### config.mk
export PLATFORM = sky130hd
export DESIGN_NAME = wdtlk_top
export DESIGN_NICKNAME = d
export VERILOG_FILES = /design/src/wdtlk_pkg.sv /design/src/wdtlk_sync.sv /design/src/wdtlk_lock.sv /design/src/wdtlk_top.sv
export SDC_FILE = /design/constraint.sdc
export NUM_CORES = 1
export LEC_CHECK = 0
export BUFFER_PORTS_ARGS = -buffer_cell sky130_fd_sc_hd__buf_2
export CAP_MARGIN = 30
export CORE_ASPECT_RATIO = 0.9
export CORE_MARGIN = 2
export CORE_UTILIZATION = 30
export CTS_CLUSTER_DIAMETER = 60
export DETAILED_ROUTE_END_ITERATION = 8
export PLACE_DENSITY = 0.56
export SYNTH_ARGS = -nofsm -noshare
export SYNTH_HDL_FRONTEND = slang
export SYNTH_SLANG_ARGS = --single-unit
### constraint.sdc
create_clock -name i_core_clk -period 2.91 [get_ports i_core_clk]
set_input_delay 0.582 -clock i_core_clk [delete_from_list [all_inputs] [get_ports i_core_clk]]
set_output_delay 0.582 -clock i_core_clk [all_outputs]
set_load 0.005 [all_outputs]
### src/wdtlk_pkg.sv
// Package: constants for the locked-mode watchdog block
package wdtlk_pkg;
   // Expanded register bank and offset of the mode register
   localparam logic [3:0] WDTLK_MODE_BANK = 4'hF;
   localparam logic [7:0] WDTLK_MODE_ADDR = 8'h0F;
   // Mode register field positions
   localparam int WDTLK_TAP_LSB = 0;
   localparam int WDTLK_TAP_MSB = 1;
   localparam int WDTLK_HALT_BIT = 2;
   localparam int WDTLK_STOP_BIT = 3;
   // Mode register reset default (tap 0, run in halt, stop in stop)
   localparam logic [7:0] WDTLK_MODE_RST = 8'h04;
   // Write window: processor cycles after first instruction
   localparam int WDTLK_WIN_CYC = 60;
   // Core cycles per processor cycle (two crystal clocks each)
   localparam int WDTLK_CORE_PER_PCYC = 2;
   localparam int WDTLK_WIN_CLK = WDTLK_WIN_CYC * WDTLK_CORE_PER_PCYC;
   // Default timeout per tap, in RC oscillator ticks
   localparam int WDTLK_TAP0_TICKS = 256;
   localparam int WDTLK_TAP1_TICKS = 512;
   localparam int WDTLK_TAP2_TICKS = 1024;
   localparam int WDTLK_TAP3_TICKS = 4096;
   // Width of the watchdog down counter
   localparam int WDTLK_CNT_W = 16;
   // Reset pulse length in core clocks
   localparam int WDTLK_RST_CLK = 4;
   // Watchdog state
   typedef enum logic [1:0] {
      WDTLK_IDLE,
      WDTLK_RUN,
      WDTLK_FIRE
   } wdtlk_state_e;
endpackage

### src/wdtlk_sync.sv
// Two flip-flop synchroniser for the RC oscillator level
`timescale 1ns/1ps
`default_nettype none
module wdtlk_sync (
   // Clock and reset
   input wire logic i_core_clk,
   input wire logic i_sys_rst,
   // Asynchronous level in, synchronised level out
   input wire logic i_async,
   output logic o_sync
);
   logic meta_r; // First stage, read only by second
   logic sync_r; // Second stage
   logic meta_nxt;
   logic sync_nxt;

   // Next values
   always_comb begin
      meta_nxt = i_async;
      sync_nxt = meta_r;
   end

   // Register stages
   always_ff @(posedge i_core_clk) begin
      if (i_sys_rst) begin
         meta_r <= 1'b0;
         sync_r <= 1'b0;
      end else begin
         meta_r <= meta_nxt;
         sync_r <= sync_nxt;
      end
   end

   assign o_sync = sync_r;
endmodule
`default_nettype wire

### src/wdtlk_lock.sv
// Mode register with its post-reset write window and lock
`timescale 1ns/1ps
`default_nettype none
module wdtlk_lock
   import wdtlk_pkg::*;
#(
   parameter logic [7:0] MODE_RST = WDTLK_MODE_RST
) (
   // Clock and reset
   input wire logic i_core_clk,
   input wire logic i_sys_rst,
   // Window start: first instruction after reset or recovery
   input wire logic i_win_start,
   // Register write strobe and data
   input wire logic i_wr,
   input wire logic [7:0] i_wdata,
   // Stored mode and window state
   output logic [7:0] o_mode,
   output logic o_open
);
   logic [7:0] mode_r; // Stored mode bits
   logic [7:0] mode_nxt;
   logic [7:0] win_r; // Remaining window clocks
   logic [7:0] win_nxt;
   logic open_r; // Window open flag
   logic open_nxt;

   // Window countdown and guarded write
   always_comb begin
      mode_nxt = mode_r;
      win_nxt = win_r;
      open_nxt = open_r;
      if (i_win_start) begin
         // Reopen for a fresh window
         win_nxt = 8'(WDTLK_WIN_CLK - 1);
         open_nxt = 1'b1;
      end else if (open_r) begin
         if (win_r == 8'h00) begin
            open_nxt = 1'b0;
         end else begin
            win_nxt = win_r - 8'h01;
         end
      end
      // Writes only while open
      if (i_wr && open_r) begin
         mode_nxt = i_wdata;
      end
   end

   // Register window state
   always_ff @(posedge i_core_clk) begin
      if (i_sys_rst) begin
         mode_r <= MODE_RST;
         win_r <= 8'h00;
         open_r <= 1'b0;
      end else begin
         mode_r <= mode_nxt;
         win_r <= win_nxt;
         open_r <= open_nxt;
      end
   end

   assign o_mode = mode_r;
   assign o_open = open_r;
endmodule
`default_nettype wire

### src/wdtlk_top.sv
// Watchdog timer with locked mode register, core side
`timescale 1ns/1ps
`default_nettype none
// How it works
// - One-shot counter; terminal count resets core
// - Idle until first watchdog instruction enables
// - Later instructions reload the full timeout
// - Counts only on RC oscillator ticks
// - Instruction updates zero, sign, overflow flags
// - Low two mode bits pick timeout tap
// - Bit 2 decides counting during halt
// - Bit 3 decides counting during stop
// - Bits 4 to 7 are ignored
// - Writes accepted first 60 processor cycles only
// - Later writes ignored until next reset
// - Mode register is write only
// - Mode register at bank F offset 0Fh
module wdtlk_top
   import wdtlk_pkg::*;
#(
   parameter int TAP0_TICKS = WDTLK_TAP0_TICKS,
   parameter int TAP1_TICKS = WDTLK_TAP1_TICKS,
   parameter int TAP2_TICKS = WDTLK_TAP2_TICKS,
   parameter int TAP3_TICKS = WDTLK_TAP3_TICKS,
   parameter logic [7:0] MODE_RST = WDTLK_MODE_RST
) (
   // Clock and reset
   input wire logic i_core_clk,
   input wire logic i_sys_rst,
   // RC oscillator (asynchronous level)
   input wire logic i_rc_osc,
   // Core status
   input wire logic i_first_instr,
   input wire logic i_halt,
   input wire logic i_stop,
   // Watchdog instruction strobe
   input wire logic i_wdt_exec,
   // Register access
   input wire logic [3:0] i_bank,
   input wire logic [7:0] i_addr,
   input wire logic i_wr,
   input wire logic i_rd,
   input wire logic [7:0] i_wdata,
   output logic [7:0] o_rdata,
   output logic o_rd_hit,
   // Flag update to the core
   output logic o_flag_we,
   output logic o_flag_z,
   output logic o_flag_s,
   output logic o_flag_v,
   // Watchdog reset of the core
   output logic o_wdt_rst,
   // Status
   output logic o_active,
   output logic o_win_open
);
   logic rc_sync; // Synchronised RC level
   logic rc_prev_r; // Previous RC level
   logic rc_prev_nxt;
   logic rc_tick; // One RC rising edge
   logic [7:0] mode; // Stored mode bits
   logic mode_wr; // Decoded register write
   wdtlk_state_e st_r; // Watchdog state
   wdtlk_state_e st_nxt;
   logic [WDTLK_CNT_W-1:0] cnt_r; // Down counter
   logic [WDTLK_CNT_W-1:0] cnt_nxt;
   logic [2:0] rst_cnt_r; // Reset pulse length
   logic [2:0] rst_cnt_nxt;
   logic flag_we_r; // Flag update strobe
   logic flag_we_nxt;
   logic win_start_r; // Window start after watchdog reset
   logic win_start_nxt;
   logic run_ok; // Counting allowed now

   // Register decode, used for write and read
   function automatic logic reg_hit(input logic [3:0] bank,
                                    input logic [7:0] addr);
      reg_hit = (bank == WDTLK_MODE_BANK) && (addr == WDTLK_MODE_ADDR);
   endfunction

   // Timeout load for a tap
   function automatic logic [WDTLK_CNT_W-1:0] tap_load(input logic [1:0] t);
      case (t)
         2'h0: tap_load = WDTLK_CNT_W'(TAP0_TICKS - 1);
         2'h1: tap_load = WDTLK_CNT_W'(TAP1_TICKS - 1);
         2'h2: tap_load = WDTLK_CNT_W'(TAP2_TICKS - 1);
         default: tap_load = WDTLK_CNT_W'(TAP3_TICKS - 1);
      endcase
   endfunction

   // RC oscillator synchroniser
   wdtlk_sync u_sync (
      .i_core_clk(i_core_clk),
      .i_sys_rst(i_sys_rst),
      .i_async(i_rc_osc),
      .o_sync(rc_sync)
   );

   assign mode_wr = i_wr && reg_hit(i_bank, i_addr);

   // Mode register with write window
   wdtlk_lock #(
      .MODE_RST(MODE_RST)
   ) u_lock (
      .i_core_clk(i_core_clk),
      .i_sys_rst(i_sys_rst),
      .i_win_start(i_first_instr || win_start_r),
      .i_wr(mode_wr),
      .i_wdata(i_wdata),
      .o_mode(mode),
      .o_open(o_win_open)
   );

   // RC edge detect on synchronised level
   always_comb begin
      rc_prev_nxt = rc_sync;
   end
   assign rc_tick = rc_sync && !rc_prev_r;

   // Halt and stop gating from mode bits 2 and 3; bits 4-7 unused
   assign run_ok = (!i_halt || mode[WDTLK_HALT_BIT]) &&
                   (!i_stop || mode[WDTLK_STOP_BIT]);

   // Watchdog state and counter next values
   always_comb begin
      st_nxt = st_r;
      cnt_nxt = cnt_r;
      rst_cnt_nxt = rst_cnt_r;
      flag_we_nxt = i_wdt_exec;
      win_start_nxt = 1'b0;
      case (st_r)
         WDTLK_IDLE: begin
            if (i_wdt_exec) begin
               // First instruction starts the watchdog
               st_nxt = WDTLK_RUN;
               cnt_nxt = tap_load(mode[WDTLK_TAP_MSB:WDTLK_TAP_LSB]);
            end
         end
         WDTLK_RUN: begin
            if (i_wdt_exec) begin
               cnt_nxt = tap_load(mode[WDTLK_TAP_MSB:WDTLK_TAP_LSB]);
            end else if (rc_tick && run_ok) begin
               if (cnt_r == '0) begin
                  // Terminal count fires the reset
                  st_nxt = WDTLK_FIRE;
                  rst_cnt_nxt = 3'(WDTLK_RST_CLK - 1);
               end else begin
                  cnt_nxt = cnt_r - 1'b1;
               end
            end
         end
         WDTLK_FIRE: begin
            if (rst_cnt_r == 3'h0) begin
               // Back to idle; window reopens
               st_nxt = WDTLK_IDLE;
               win_start_nxt = 1'b1;
            end else begin
               rst_cnt_nxt = rst_cnt_r - 3'h1;
            end
         end
         default: st_nxt = WDTLK_IDLE;
      endcase
   end

   // Register state
   always_ff @(posedge i_core_clk) begin
      if (i_sys_rst) begin
         st_r <= WDTLK_IDLE;
         cnt_r <= '0;
         rst_cnt_r <= 3'h0;
         flag_we_r <= 1'b0;
         win_start_r <= 1'b0;
         rc_prev_r <= 1'b0;
      end else begin
         st_r <= st_nxt;
         cnt_r <= cnt_nxt;
         rst_cnt_r <= rst_cnt_nxt;
         flag_we_r <= flag_we_nxt;
         win_start_r <= win_start_nxt;
         rc_prev_r <= rc_prev_nxt;
      end
   end

   // Outputs
   assign o_wdt_rst = (st_r == WDTLK_FIRE);
   assign o_active = (st_r != WDTLK_IDLE);
   assign o_flag_we = flag_we_r;
   // Flag values: result undefined, reported as cleared
   assign o_flag_z = 1'b0;
   assign o_flag_s = 1'b0;
   assign o_flag_v = 1'b0;
   // Reads of the mode register return zero
   assign o_rdata = 8'h00;
   assign o_rd_hit = i_rd && reg_hit(i_bank, i_addr);
endmodule
`default_nettype wire

# Word-level counts from Yosys, hierarchy flattened
# Index checks and enable logic that the tools add are counted.
# Widths: inputs -> output; s select.
# word_totals
regBits	39
output_inout_bits	16
word_cells	85
# classes
n_addsub	3
n_eq_ne	15
muxes	24
bitwise_logic	2
reduce_logical	29
# op_table
cell	count
$mux 16	4
$pmux 12 s3	1
$pmux 16 s2	1
$mux 7	3
$logic_not 16->1	1
$sub 16x1->16 const B	1
$mux 3	4
$mux 2	5
$ne 2x2->1 const B	5
$reduce_and 5->1	2
$eq 8x4->1 const B	1
$logic_not 8->1	1
$reduce_bool 2->1	4
$sub 8x1->8 const B	1
$logic_and 1x1->1	7
$ne 3x3->1 const B	2
$pmux 2 s3	1
$pmux 3 s2	1
$eq 2x1->1 const B	2
$eq 2x2->1 const B	2
$eq 4x4->1 const B	1
$logic_not 2->1	2
$mux 1	4
$ne 2x1->1 const B	2
8 further kinds	15

# Longest topological paths before layout
# logic_depth
depth_word	7
depth_mapped	7

# Cells and area by module
# From an unflattened synthesis, not the netlist that was laid out.
# hier_totals
cells_unflattened	274
area_unflattened_um2	2388.5
# modules_own_cells
module	n_inst	cells_each	area_each_um2
wdtlk_top	1	185	1577.8
wdtlk_lock	1	85	758.2
wdtlk_sync	1	4	52.6

# Worst setup path before layout
# OpenSTA, ideal clock, no wires.
# synth_path
path_kind	input port to flip-flop
from	input port i_addr[5]
to	register u_lock.mode_r[2], in the netlist u_lock.o_mode[2]
setup_time_ps	120
arrival_time_ps	2080
setup_slack_ps	711
stages	6
cell_sequence	or4b_2 > nor3_1 > and3_1 > clkbuf_1 > nor2b_1 > a211o_1
# synth_via
elab_chain_cells	4
# synth_rtl
item	line	source
start: declaration	wdtlk_top.sv:40	input wire logic [7:0] i_addr,
$eq 8x4->1	wdtlk_top.sv:78	reg_hit = (bank == WDTLK_MODE_BANK) && (addr == WDTLK_MODE_ADDR);
$logic_and 1x1->1	wdtlk_top.sv:78	
$logic_and 1x1->1	wdtlk_top.sv:99	assign mode_wr = i_wr && reg_hit(i_bank, i_addr);
$logic_and 1x1->1	wdtlk_lock.sv:45	if (i_wr && open_r) begin
end signal: assignment	wdtlk_lock.sv:57	mode_r <= mode_nxt;
end: declaration	wdtlk_lock.sv:21	logic [7:0] mode_r;
# No other way between the ends.
# A chain may end at the register's enable or synchronous reset.

# Final worst setup path
# layout_path
from	input port i_addr[5]
to	output port o_rd_hit
# layout_via
elab_chain_cells	3
# layout_rtl
item	line	source
$eq 8x4->1	wdtlk_top.sv:78	
$logic_and 1x1->1	wdtlk_top.sv:78	
$logic_and 1x1->1	wdtlk_top.sv:194	assign o_rd_hit = i_rd && reg_hit(i_bank, i_addr);
end: declaration	wdtlk_top.sv:45	output logic o_rd_hit,
# No other way between the ends.

==> results by group <==
Finish
  • Nets: 298
  • Ant diodes: 0
  • Layout area overhead: 12.3%
  • Layout cell share with drive strength beyond 1: 0.219
  • Post-Layout Inst Area: 2350 um2
  • Most common cell after layout, fill and taps aside: dfxtp_1
  • Most frequent cells in the layout: dfxtp_1 (39), buf_2 (29), a21oi_1 (25), nor2_1 (20), conb_1 (11)

Floorplan
  • DIE AREA: 7660 um2
  • Initial Util: 0.314
  • Num rows: 28
  • Die X-Extent: 92.1 um
  • DIE HEIGHT: 83.2 um
  • Core ar.: 6660 um2
  • Io pins: 45

Clock network
  • Post_cts resized: 0
  • CTS max path bufs: 2
  • H-tree depth: 2
  • Clock slew at reported path FFs: about 70 ps
  • Hold Buf Count CTS: 0
  • Clk Latency, worst-skew pair: 290 ps
  • Total CTS buffers: 5
  • Root buffer cell: clkbuf_8
  • Setup Buffers After CTS: 0
  • CTS sink count: 39
  • TritonCTS clock tree: yes

STA
  • Clock Skews: ~6.5 ps
  • Rel. slew slack: 0.646
  • Max-slew violations: 0
  • Worst Tran Pin Value: about 530 ps
  • Final Hold Viols: 0
  • Fmax: 427 MHz
  • Post-route minimum period: 2340 ps
  • # setup viols final: 0
  • RSZ-0062 raised after global routing: false
  • Fin crit share: 0.804
  • Setup TNS Final: 0 ps

Min path
  • Min-delay worst type: register to register

Routing
  • Routed WL: 4230 um
  • DR WL/cell: 11.9 um
  • First-pass DRT Iterations: 4
  • Routed Antenna Nets: 0
  • DRT iter0 DRCs: 99
  • Vias: between 1,500 and 2,000
  • Vias per std cell: 4.85
  • Drc violations: 0

Yosys
  • Area contributors post-synth: dfxtp_1 (37%), a21oi_1 (6.0%), buf_4 (4.3%), nor2_1 (3.6%), ha_1 (3.0%)
  • Syn_area_per_cell: 8.91 um2
  • Syn. warnings: 0
  • Dominant cell type by area after synthesis: dfxtp_1
  • Cells after synthesis: 235
  • Synth Cell Area: 2090 um2
  • EDFF count, synth: 0
  • Post-synth top area share: 0.373
  • Asr flop ratio synth: 0
  • Netlist cell types: 52
  • Ys flop type: dfxtp_1
  • Part of the Yosys area used for sequential elements: 0.373
  • #FFs+latches synth: 39

Critical path
  • Setup CP Type: input pin to primary output
  • Critical Path RT: approximately 2300 ps
  • Worst Setup Start Kind: input pin
  • Crit-path max FO: 2
  • R2R Setup Slk: 640 ps
  • Worst Path Arrival: 1760 ps
  • Critical path capture point type: primary output

Power and ir drop
  • Peak supply drop: 0.000361 V
  • Leak: 0.892 nW
  • Power per cell area: around 460 nW/um2

Status
  • Status: finished clean

Global routing
  • Global-route wire length before repair: roughly 7000 um
  • Tot GR Track Use: 0.111
  • Pin count of the biggest net entering global routing: 24
  • Initial antenna violation count: 0
  • Number of global-route vias before repair: 1,567
  • Final global-route overflow total: 0

Place
  • GPL Wtd Cong: 0.772
  • Final HPWL DP: approximately 3100 um
  • Post-placement cell area: about 2300 um2
  • PortBufs: 29

Run
  • Max Cap Viol: 0
cells in the mapped netlist (all sizes together) (3+ instances only):
cell / count
or4: 3
xor2: 7
dfxtp: 39
nand2: 8
mux2i: 3
buf: 13
o21ai: 8
nand2b: 3
nor4: 8
inv: 9
xnor2: 5
a211oi: 5
ha: 5
or3: 5
clkbuf: 6
nand4: 6
nand4b: 4
nor2b: 8
and3: 3
or2b: 3
nor3: 9
nor2: 20
a21oi: 25
or2: 3
per-stage QoR:
stage	util	setup WS (ps)	instances	hold WS, ps	total power, W
6_report	0.353	569	355	437	0.00107
5_1_grt	0.353	470	355	463	0.00112
4_1_cts	0.353	563	355	443	0.00108
3_5_place_dp	0.341	560	347	426	0.000731
3_3_place_gp	0.341	561	347	417	0.000728
2_1_floorplan	-	711	245	414	0.000702
final cells by class:
| class | instances | area (um2) |
|---|---|---|
| clock buffer | 7 | 76.3 |
| clock inverter | 1 | 5.00 |
| sequential | 39 | 781 |
| multi-input combinational | 178 | 1180 |
| inverter | 9 | 33.8 |
| tap | 90 | 113 |
| timing repair buffer | 31 | 160 |
| fill | 718 | 4310 |
per-layer routing:
layer / track usage / routed length, um / vias up
met1: 0.153 / 2150 / 802
met3: 0.0254 / 140 / 5
met2: 0.176 / 1910 / 22
met4: 0.0285 / 36 / 0
met5: 0 / 0 / -
li1: - / - / 892
sequential cells by signal (all words and copies together) (netlist names):
name,flops
o_flag_we,1
u_lock.win_r,8
rst_cnt_r,3
st_r,2
u_sync.meta_r,1
cnt_r,16
u_lock.o_mode,4
rc_prev_r,1
u_sync.o_sync,1
u_lock.o_open,1
win_start_r,1
critical path, stage by stage:
cell and delay [ps]:
buf_2 90, or4b_2 650, nor3_1 190, and2_1 150
buf_2 100
power breakdown:
part	internal (W)	switching, W
Combinational	0.0000623	0.0000800
Sequential	0.000556	0.0000203
Clock	0.000168	0.000184
logic make-up after synthesis:
logic type,count (synthesis),synth area share
DFF,39,0.373
other,1,0.00179
and+or+nand+nor,92,0.282
xor gates and xnor gates,12,0.0502
AOI/OAI and AO/OA,54,0.164
muxes,4,0.0197
adders and majority gates,5,0.0299
buffers and inverters,28,0.0801
path summary, 6_finish.rpt:
| kind | cells after the start | endpoint | from |
|---|---|---|---|
| setup / recovery | 5 | o_rd_hit | i_addr[5] |
| hold / removal | 1 | u_sync.o_sync | u_sync.meta_r |
| setup reg to reg | 5 | cnt_r[13] | cnt_r[2] |
| hold reg to reg | 1 | u_sync.o_sync | u_sync.meta_r |
Note: power is estimated with default switching activity, not from simulation.
